## src/ddc_pkg.sv

```systemverilog
// package for the display drive control register block
// assumes a 32-bit axi4-lite slave port and one 250 MHz clock
//
// Functional notes
// - sleep bit set stops driving during sleep
// - failed pattern write sets flag bit five
// - flag hardware set, software clears by zero
// - common count writes ignored while enabled
// - common field decodes commons and bias
// - register resets zero, bit5 hardware set
`default_nettype none
package ddc_pkg;
   // register byte addresses
   localparam logic [11:0] DDC_CTRL_OFS   = 12'h000;
   localparam logic [11:0] DDC_STAT_OFS   = 12'h004;
   localparam logic [11:0] DDC_IRQST_OFS  = 12'h008;
   localparam logic [11:0] DDC_IRQMSK_OFS = 12'h00c;
   // control field positions
   localparam int DDC_EN_BIT    = 7;
   localparam int DDC_SLP_BIT   = 6;
   localparam int DDC_PATTERN_WRITE_FAIL_FLAG_BIT  = 5;
   localparam int DDC_CS_BIT    = 4;
   localparam int DDC_MUX_LSB   = 0;
   localparam logic [7:0] DDC_CTRL_RST = 8'h00;
   localparam logic [3:0] DDC_MUX_MAX  = 4'h8;
   // interrupt status bit positions
   localparam int DDC_IRQ_PATTERN_WRITE_FAIL_FLAG  = 0;
   localparam int DDC_IRQ_WIDTH = 1;
   localparam logic [1:0] DDC_RESP_OKAY   = 2'b00;
   localparam logic [1:0] DDC_RESP_SLVERR = 2'b10;
   // bias codes reported on the status register
   typedef enum logic [1:0] {DDC_BIAS_OFF, DDC_BIAS_STATIC, DDC_BIAS_HALF, DDC_BIAS_THIRD}
      ddc_bias_t;
   // commons count 0..8 and bias from the select field
   function automatic logic [3:0] ddc_commons(input logic [3:0] sel);
      ddc_commons = (sel > DDC_MUX_MAX) ? 4'h0 : sel;
   endfunction : ddc_commons
   function automatic ddc_bias_t ddc_bias(input logic [3:0] sel);
      if (sel == 4'h0 || sel > DDC_MUX_MAX)
         ddc_bias = DDC_BIAS_OFF;
      else if (sel == 4'h1)
         ddc_bias = DDC_BIAS_STATIC;
      else if (sel == 4'h2)
         ddc_bias = DDC_BIAS_HALF;
      else
         ddc_bias = DDC_BIAS_THIRD;
   endfunction : ddc_bias
endpackage : ddc_pkg
`default_nettype wire

```

## src/ddc_outreg.sv

```systemverilog
// output register stage for decoded drive controls
// assumes the same clock and asynchronous reset as the register block
`default_nettype none
module ddc_outreg
   import ddc_pkg::*;
#(
   parameter int W = 8
)(
   input  wire logic         ref_clk,
   input  wire logic         arst_n,
   input  wire logic [W-1:0] d,
   output var  logic [W-1:0] q
);
   // plain flop so every drive control leaves from a register
   always_ff @(posedge ref_clk or negedge arst_n)
   begin
      if (!arst_n)
         q <= '0;
      else
         q <= d;
   end
endmodule : ddc_outreg
`default_nettype wire

```

## src/ddc_ctrl.sv

```systemverilog
// display drive control register with axi4-lite slave and interrupt
// assumes ref_clk at 250 MHz, pattern write failures arrive as pulses
`default_nettype none
module ddc_ctrl
   import ddc_pkg::*;
(
   input  wire logic        ref_clk,
   input  wire logic        arst_n,
   input  wire logic [11:0] s_axi_awaddr,
   input  wire logic        s_axi_awvalid,
   output var  logic        s_axi_awready,
   input  wire logic [31:0] s_axi_wdata,
   input  wire logic [3:0]  s_axi_wstrb,
   input  wire logic        s_axi_wvalid,
   output var  logic        s_axi_wready,
   output var  logic [1:0]  s_axi_bresp,
   output var  logic        s_axi_bvalid,
   input  wire logic        s_axi_bready,
   input  wire logic [11:0] s_axi_araddr,
   input  wire logic        s_axi_arvalid,
   output var  logic        s_axi_arready,
   output var  logic [31:0] s_axi_rdata,
   output var  logic [1:0]  s_axi_rresp,
   output var  logic        s_axi_rvalid,
   input  wire logic        s_axi_rready,
   input  wire logic        patternWriteFail,
   input  wire logic        sleepMode,
   output var  logic        driveActive,
   output var  logic        clockSelSecondary,
   output var  logic [3:0]  commonCount,
   output var  logic [1:0]  biasSel,
   output var  logic        irq
);
   logic [7:0]  ctrl_r;
   logic [7:0]  ctrl_nxt;
   logic [DDC_IRQ_WIDTH-1:0] irqSt_r;
   logic [DDC_IRQ_WIDTH-1:0] irqMsk_r;
   logic        awHeld_r;
   logic        wHeld_r;
   logic [11:0] awAddr_r;
   logic [7:0]  wData_r;
   logic        wLane0_r;
   logic        irq_r;

   // write channels are captured independently, in either order
   wire         awTake   = s_axi_awvalid && !awHeld_r && !s_axi_bvalid;
   wire         wTake    = s_axi_wvalid && !wHeld_r && !s_axi_bvalid;
   wire         doWrite  = awHeld_r && wHeld_r && !s_axi_bvalid;
   wire         lane0    = wLane0_r;
   wire         wrCtrl   = doWrite && lane0 && (awAddr_r == DDC_CTRL_OFS);
   wire         wrIrqSt  = doWrite && lane0 && (awAddr_r == DDC_IRQST_OFS);
   wire         wrIrqMsk = doWrite && lane0 && (awAddr_r == DDC_IRQMSK_OFS);
   wire         wrMapped = (awAddr_r == DDC_CTRL_OFS) || (awAddr_r == DDC_STAT_OFS)
                           || (awAddr_r == DDC_IRQST_OFS) || (awAddr_r == DDC_IRQMSK_OFS);
   wire         enNow    = ctrl_r[DDC_EN_BIT];
   wire         sleepNow = ctrl_r[DDC_SLP_BIT];

   // field update: pattern_write_fail_flag keeps zero-clear only, mux locked while enabled
   wire         werrNxt  = patternWriteFail ? 1'b1
                         : (wrCtrl && !wData_r[DDC_PATTERN_WRITE_FAIL_FLAG_BIT]) ? 1'b0
                         : ctrl_r[DDC_PATTERN_WRITE_FAIL_FLAG_BIT];
   wire [3:0]   muxNxt   = (wrCtrl && !enNow) ? wData_r[3:0] : ctrl_r[3:0];
   wire [2:0]   hiNxt    = wrCtrl ? {wData_r[7], wData_r[6], wData_r[4]}
                         : {ctrl_r[7], ctrl_r[6], ctrl_r[4]};
   assign ctrl_nxt = {hiNxt[2], hiNxt[1], werrNxt, hiNxt[0], muxNxt};

   // driver runs when enabled, unless sleep stops it
   wire         driveNxt = enNow && !(sleepMode && sleepNow);
   wire [3:0]   comNxt   = driveNxt ? ddc_commons(ctrl_r[3:0]) : 4'h0;
   wire [1:0]   biasNxt  = driveNxt ? 2'(ddc_bias(ctrl_r[3:0])) : 2'(DDC_BIAS_OFF);
   wire [7:0]   outQ;

   // status sticky set beats a same-cycle write-one clear
   wire [DDC_IRQ_WIDTH-1:0] irqSet = patternWriteFail;
   wire [DDC_IRQ_WIDTH-1:0] irqClr = wrIrqSt ? wData_r[DDC_IRQ_WIDTH-1:0] : '0;

   // read decode
   wire [31:0]  rdMux    = (s_axi_araddr == DDC_CTRL_OFS)   ? {24'h0, ctrl_r}
                         : (s_axi_araddr == DDC_STAT_OFS)   ? {24'h0, biasSel, commonCount,
                                                               clockSelSecondary, driveActive}
                         : (s_axi_araddr == DDC_IRQST_OFS)  ? {31'h0, irqSt_r}
                         : (s_axi_araddr == DDC_IRQMSK_OFS) ? {31'h0, irqMsk_r}
                         : 32'h0;
   wire         rdMapped = (s_axi_araddr == DDC_CTRL_OFS) || (s_axi_araddr == DDC_STAT_OFS)
                           || (s_axi_araddr == DDC_IRQST_OFS)
                           || (s_axi_araddr == DDC_IRQMSK_OFS);
   wire         arTake   = s_axi_arvalid && !s_axi_rvalid && !s_axi_arready;

   // control register, reset to zero
   always_ff @(posedge ref_clk or negedge arst_n)
   begin
      if (!arst_n)
         ctrl_r <= DDC_CTRL_RST;
      else
         ctrl_r <= ctrl_nxt;
   end

   // interrupt status and mask
   always_ff @(posedge ref_clk or negedge arst_n)
   begin
      if (!arst_n)
      begin
         irqSt_r  <= '0;
         irqMsk_r <= '0;
         irq_r    <= 1'b0;
      end
      else
      begin
         irqSt_r  <= (irqSt_r & ~irqClr) | irqSet;
         if (wrIrqMsk)
            irqMsk_r <= wData_r[DDC_IRQ_WIDTH-1:0];
         irq_r    <= |(irqSt_r & irqMsk_r);
      end
   end
   assign irq = irq_r;

   // write address / data capture and response
   always_ff @(posedge ref_clk or negedge arst_n)
   begin
      if (!arst_n)
      begin
         awHeld_r     <= 1'b0;
         wHeld_r      <= 1'b0;
         awAddr_r     <= 12'h000;
         wData_r      <= 8'h00;
         wLane0_r     <= 1'b0;
         s_axi_bvalid <= 1'b0;
         s_axi_bresp  <= DDC_RESP_OKAY;
      end
      else
      begin
         if (awTake)
         begin
            awHeld_r <= 1'b1;
            awAddr_r <= s_axi_awaddr;
         end
         if (wTake)
         begin
            wHeld_r  <= 1'b1;
            wData_r  <= s_axi_wdata[7:0];
            wLane0_r <= s_axi_wstrb[0];
         end
         if (doWrite)
         begin
            awHeld_r     <= 1'b0;
            wHeld_r      <= 1'b0;
            s_axi_bvalid <= 1'b1;
            s_axi_bresp  <= wrMapped ? DDC_RESP_OKAY : DDC_RESP_SLVERR;
         end
         else if (s_axi_bvalid && s_axi_bready)
            s_axi_bvalid <= 1'b0;
      end
   end

   // ready pulses one cycle on the taking edge
   always_ff @(posedge ref_clk or negedge arst_n)
   begin
      if (!arst_n)
      begin
         s_axi_awready <= 1'b0;
         s_axi_wready  <= 1'b0;
      end
      else
      begin
         s_axi_awready <= awTake && !s_axi_awready;
         s_axi_wready  <= wTake && !s_axi_wready;
      end
   end

   // read channel: arready one cycle, data on the same edge
   always_ff @(posedge ref_clk or negedge arst_n)
   begin
      if (!arst_n)
      begin
         s_axi_arready <= 1'b0;
         s_axi_rvalid  <= 1'b0;
         s_axi_rdata   <= 32'h0;
         s_axi_rresp   <= DDC_RESP_OKAY;
      end
      else
      begin
         s_axi_arready <= arTake;
         if (arTake)
         begin
            s_axi_rvalid <= 1'b1;
            s_axi_rdata  <= rdMux;
            s_axi_rresp  <= rdMapped ? DDC_RESP_OKAY : DDC_RESP_SLVERR;
         end
         else if (s_axi_rvalid && s_axi_rready)
            s_axi_rvalid <= 1'b0;
      end
   end

   // drive outputs leave through a register stage
   ddc_outreg #(.W(8)) u_out (
      .ref_clk (ref_clk),
      .arst_n  (arst_n),
      .d       ({driveNxt, ctrl_r[DDC_CS_BIT], comNxt, biasNxt}),
      .q       (outQ)
   );
   assign driveActive       = outQ[7];
   assign clockSelSecondary = outQ[6];
   assign commonCount       = outQ[5:2];
   assign biasSel           = outQ[1:0];
endmodule : ddc_ctrl
`default_nettype wire

```

## config.mk

```make
export PLATFORM = sky130hd
export DESIGN_NAME = ddc_ctrl
export DESIGN_NICKNAME = d
export VERILOG_FILES = /design/src/ddc_pkg.sv /design/src/ddc_outreg.sv /design/src/ddc_ctrl.sv
export SDC_FILE = /design/constraint.sdc
export NUM_CORES = 1
export LEC_CHECK = 0
export BUFFER_PORTS_ARGS = -buffer_cell sky130_fd_sc_hd__buf_2
export CORE_MARGIN = 4
export CORE_UTILIZATION = 40
export DETAILED_ROUTE_END_ITERATION = 8
export GPL_ROUTABILITY_DRIVEN = 0
export PLACE_DENSITY = 0.71
export SLEW_MARGIN = 15
export SYNTH_ARGS = -nofsm -noshare
export SYNTH_HDL_FRONTEND = slang
export SYNTH_SLANG_ARGS = --single-unit
```

## constraint.sdc

```tcl
create_clock -name ref_clk -period 2.2 [get_ports ref_clk]
set_clock_uncertainty 0.15 [all_clocks]
set_input_delay 0.22 -clock ref_clk [delete_from_list [all_inputs] [get_ports ref_clk]]
set_output_delay 0.22 -clock ref_clk [all_outputs]
set_load 0.02 [all_outputs]
```

==> impl_metrics.csv, run 1 <==
group,metric,value,unit
status,status,"finished, final reports clean",
logic_synthesis,ys_ff_latch,57,
clock_network,worstSkewPairLatency,0.32,ns
logic_synthesis,synth_cell_types,34,
layout,fin_nets,364,
clock_network,cts_buffer_depth,2,
route,ant_nets,0,
floorplan,die_h,87.3,um
logic_synthesis,yosysTopAreaCell,"dfrtp_1",
critical_path,cp-start-kind,"flop",
logic_synthesis,ys_seq_area_frac,0.568,
timing,slew_headroom,0.611,
floorplan,design.die.area,7610,um^2
critical_path,arrival,1.87,ns
critical_path,endpoint_kind,"flop",
global_routing,gr-total-overflow,0,
timing,hold_slack,0.0372,ns
critical_path,path_max_fanout,4,
route,vias,1714,
floorplan,boundaryPins,119,
route,drt-vias-per-instance,4.61,
timing,worstMarginPinSlew,0.583,ns
floorplan,rows,28,
timing,fin_crit,1.81,ns
critical_path,r2r-start,"awAddr_r[5]",
route,dr.pass1.iters,4,
timing,setup_viol,0,
critical_path,critical_path_class,"reg -> reg",
floorplan,die_width,87.3,um
timing,final.setup.tns,0,ns
clock_network,clk_pin_slew,0.06,ns
place,hpwlAfterDp,3.62,mm
critical_path,rr_worst_depth,4,
clock_network,cts.sinks,57,
timing,fmax,552,MHz
timing,fin_crit_sh,0.824,
critical_path,worstPathRequired,2.26,ns
route,routedWlPerCell,13.3,um
logic_synthesis,netlist_area,2510,um^2
timing,drv_slew,0,
global_routing,grt_max_degree,34,
critical_path,critPathCapture,"ctrl_r[0]",
critical_path,reg2reg_to,"ctrl_r[0]",
route,drt_iter0_markers,66,
power_and_ir_drop,ir_worst_vdd,0.603,mV
logic_synthesis,synth_top_cells_by_area,"dfrtp_1 57%, mux2_2 12%, buf_4 7.8%",
layout,diodes,0,
route,drc,0,
layout,instances_no_fill,372,
layout,fill_cells,548,
power_and_ir_drop,p_leak,0.00160,uW
global_routing,grt_pass1_wl,7.91,mm
run,drv_cap,0,
global_routing,grtUsageTotal,0.138,
place,portBuffers,65,
timing,rsz0062_at_grt,"no",
logic_synthesis,syn-instance-count,196,
place,dpl_cell_area,2850,um^2
global_routing,antenna_found_initial,0,
clock_network,cts_htree_levels,3,
timing,hold_viol,0,
clock_network,cts.repair.resized,0,
place,dp.cells,334,
layout,area_growth,29.2,%
clock_network,numCtsBuffers,9,
clock_network,root_buffer,"clkbuf_8",
floorplan,coreArea,5990,um^2
critical_path,crit_start,"awAddr_r[5]",
min_path,min_path_type,"in -> reg",
layout,stdcell_area,3250,um^2
layout,drive_above_1_share,0.394,
clock_network,cts_tree,"built",
logic_synthesis,yosysWarnings,0,
critical_path,rrSetupSlack,0.39,ns
logic_synthesis,synth.avg_cell_area,12.8,um^2
power_and_ir_drop,p_per_area,916,nW/um^2
floorplan,initial_core_util,0.419,
route,drt_wl_total,4.96,mm
global_routing,grt_pass1_vias,1682,
logic_synthesis,yosys.area.top_type_share,0.568,
==> cell type report <==
type	instances	area (um^2)	share of cell area
sequential	57	1430	0.439
multi-input combinational	130	951	0.293
inverter	4	15.0	0.00462
tap	75	93.8	0.0289
clock buffer	12	145	0.0447
clock inverter	1	5.00	0.00154
timing repair buffer	93	611	0.188
==> worst min path at each step <==
| stage | slack (ns) | cells after the start | start | to |
|---|---|---|---|---|
| floorplan | -0.23 | 0 | arst_n | awAddr_r[0] |
| global route | 0.04 | 4 | s_axi_araddr[9] | s_axi_rdata[0] |
| detailed placement | 0.10 | 1 | arst_n | wData_r[6] |
| finish | 0.04 | 4 | s_axi_araddr[9] | s_axi_rdata[0] |
| CTS | 0.02 | 4 | s_axi_araddr[9] | s_axi_rdata[0] |
| global placement | 0.11 | 1 | arst_n | wData_r[4] |
==> cells by family after synthesis <==
group | after synthesis | share of synthesized area
AOI/OAI and AO/OA | 19 | 0.0443
buffers and inverters | 34 | 0.0911
DFF | 57 | 0.568
muxes | 38 | 0.177
other | 1 | 0.00149
and+or+nand+nor | 47 | 0.118
==> report_power, final <==
part / internal (uW) / switching [uW]
clock: 419 / 359
sequential: 1310 / 197
combinational: 374 / 316
==> repair_timing <==
| action | in CTS | in global routing |
|---|---|---|
| hold buffers | 25 | 0 |
| hold endpoints to repair | 48 | 0 |
| buffers inserted | 0 | 0 |
==> stage by stage <==
stage | util | setup WS, ns | power (uW)
2_1_floorplan | - | 0.466 | 2010
3_3_place_gp | 0.475 | 0.402 | 2160
3_5_place_dp | 0.475 | 0.381 | 2190
4_1_cts | 0.542 | 0.367 | 3010
5_1_grt | 0.542 | 0.291 | 3160
6_report | 0.542 | 0.388 | 2970
==> cells in the mapped netlist, drive strengths merged <==
cell,n
or3,1
nor4,4
mux2i,7
nor2,8
dfrtp,57
o31ai,1
nand4,2
mux4,1
buf,29
clkbuf,1
nand2b,1
and3,1
conb,1
nor2b,4
o21a,1
mux2,30
or4b,1
nor3,1
o21ai,11
a21oi,2
nor3b,2
and2,4
a41oi,1
and4b,1
o21bai,2
nand2,14
inv,4
a21o,1
nand3,3
==> metal layers <==
metal  global-route usage  up-vias  routed length, um
li1                     -      823                  -
met1                0.169      808               2150
met2                0.215       77               2280
met3               0.0558        6                487
met4               0.0600        0                 46
met5                    0        -                  0
==> placed cells by master (no fill, tap or decap), drive strengths merged <==
master,count
nor2,8
nor2b,4
or3,1
buf,68
mux2,30
nand2,14
dfrtp,57
o21ai,11
nand3,3
nor4,4
clkbuf,12
clkinv,1
mux2i,7
nor3,1
inv,4
a41oi,1
a21oi,2
o31ai,1
nand2b,1
and4b,1
o21a,1
and3,1
dlygate4sd3,25
and2,4
nor3b,2
a21o,1
o21bai,2
nand4,2
or4b,1
mux4,1
conb,26
==> critical path, stage by stage, from the launching register on <==
cell     delay, ns
dfrtp_1       0.41
nor4_4        0.30
nand3_2       0.17
nor3_4        0.34
mux2_4        0.33
==> state kept, by name, indices dropped and copies added (netlist names), 8 cells and up <==
| signal | flops |
|---|---|
| wData_r | 8 |
| s_axi_rdata | 8 |
| u_out.q | 8 |
| awAddr_r | 12 |
| ctrl_r | 8 |
Note: power is estimated with default switching activity, not from simulation.
==> inputs of run 2 (changes only) <==
PLACE_DENSITY = 0.73   (was 0.71)
clock period = 1.48 ns   (was 2.2 ns; I/O delays follow)
==> impl_metrics.csv, run 2 (synthesis results as in run 1) <==
group,metric,value,unit
global_routing,grt_max_degree,46,
critical_path,r2r-start,"awAddr_r[9]",
route,drt_iter0_markers,50,
clock_network,holdBufCountCts,26,
critical_path,cp-start-kind,"flop",
min_path,min_path_type,"in -> reg",
route,drt_wl_total,5.51,mm
clock_network,root_buffer,"clkbuf_8",
critical_path,rr_worst_depth,5,
layout,instances_no_fill,399,
timing,rsz0062_at_grt,"yes",
timing,fin_crit_sh,1.23,
critical_path,endpoint_kind,"flop",
layout,largest_reg_flops,12,
power_and_ir_drop,p_per_area,1430,nW/um^2
timing,final.setup.tns,-4.24,ns
route,ant_nets,0,
floorplan,die_width,87.3,um
route,routedWlPerCell,13.8,um
layout,max_flop_register,"awAddr_r",
timing,setup_viol,30,
layout,seq_area,1430,um^2
layout,multiInputGateArea,1070,um^2
clock_network,cts_htree_levels,3,
place,dpl_cell_area,3010,um^2
clock_network,cts.sinks,57,
route,drc,0,
global_routing,gr-total-overflow,0,
layout,mostFrequentLayoutCell,"buf_2",
critical_path,path_max_fanout,3,
power_and_ir_drop,p_leak,0.00184,uW
clock_network,cts_buffer_depth,2,
floorplan,coreArea,5990,um^2
status,status,"finished, violations left",
critical_path,arrival,1.88,ns
floorplan,boundaryPins,119,
power_and_ir_drop,ir_worst_vdd,1.35,mV
min_path,min_path_cells,3,
floorplan,die_h,87.3,um
layout,fill_cells,488,
clock_network,numCtsBuffers,9,
layout,drive_above_1_share,0.463,
route,dr.pass1.iters,4,
layout,stdcell_area,3620,um^2
timing,drv_slew,0,
run,drv_cap,0,
min_path,whs_endpoint,"awHeld_r",
global_routing,grt_pass1_wl,8.91,mm
timing,hold_viol,0,
clock_network,worstSkewPairLatency,0.33,ns
floorplan,rows,28,
global_routing,antenna_found_initial,0,
clock_network,cts_tree,"built",
critical_path,rrSetupSlack,-0.34,ns
layout,area_growth,44.2,%
global_routing,grt_pass1_vias,1877,
timing,final.setup.worst_slack,-0.337,ns
place,hpwlAfterDp,3.77,mm
status,violations,"negative setup slack",
route,drt-vias-per-instance,4.54,
layout,diodes,0,
floorplan,design.die.area,7610,um^2
place,portBuffers,65,
critical_path,critical_path_class,"reg -> reg",
layout,final_cell_mix,"65 x buf_2, 56 x dfrtp_1, 26 x conb_1, 26 x dlygate4sd3_1, 25 x mux2_4",
floorplan,initial_core_util,0.419,
layout,fin_nets,388,
clock_network,clk_pin_slew,0.06,ns
route,vias,1811,
place,dp.cells,349,
timing,fmax,550,MHz
place,pre_cts_ws,-0.359,ns
global_routing,grtUsageTotal,0.152,
critical_path,worstPathRequired,1.54,ns
min_path,min_from,"s_axi_awvalid",
timing,fin_crit,1.82,ns
critical_path,reg2reg_to,"ctrl_r[4]",
-- run 2: final cells by class --
type,instances,share of cell area
tap,75,0.0259
sequential,57,0.394
clock inverter,3,0.00414
clock buffer,13,0.0466
inverter,4,0.00414
timing repair buffer,117,0.230
multi-input combinational,130,0.296
-- run 2: power by group --
part           internal [uW]  switching (uW)  total, uW
Clock                    735             557       1290
Sequential              1950             286       2230
Combinational            999             664       1660
-- run 2: metrics by stage --
stage          power (uW)   util  hold WS, ns
2_1_floorplan        3110      -       -0.298
3_3_place_gp         3480  0.503      -0.0944
3_5_place_dp         3530  0.503      -0.0967
4_1_cts              5070  0.592      0.00276
5_1_grt              5490  0.605    -0.000870
6_report             5190  0.605       0.0116
-- run 2: critical path, stage by stage, from the launching register on --
cell	delay [ns]
dfrtp_1	0.41
nor4_4	0.33
nand3_2	0.18
buf_6	0.17
nor2_4	0.12
mux2_2	0.35
-- run 2: what timing repair did --
item / CTS / global route
setup buffers: 3 / 6
cloned: 1 / 1
setup endpoints to repair: 30 / 37
resized for setup: 12 / 22
hold endpoints to repair: 83 / 1
pin swaps: 1 / 1
-- run 2: how the worst max path moves through the flow --
stage	start	endpoint	slack (ns)	depth (start not counted)
after detailed placement	awAddr_r[9]	ctrl_r[4]	-0.36	4
after global routing	awAddr_r[9]	ctrl_r[1]	-0.43	4
final	awAddr_r[9]	ctrl_r[4]	-0.34	5
after floorplan	awAddr_r[5]	ctrl_r[0]	-0.22	4
after global placement	awAddr_r[9]	ctrl_r[0]	-0.28	4
after CTS	awAddr_r[9]	ctrl_r[3]	-0.31	4
-- run 2: per-layer routing --
layer,global-route usage,vias to the layer above,wire (um)
li1,-,871,-
met3,0.0605,3,530
met1,0.171,852,2140
met2,0.266,85,2810
met5,0,-,0
met4,0.0446,0,30
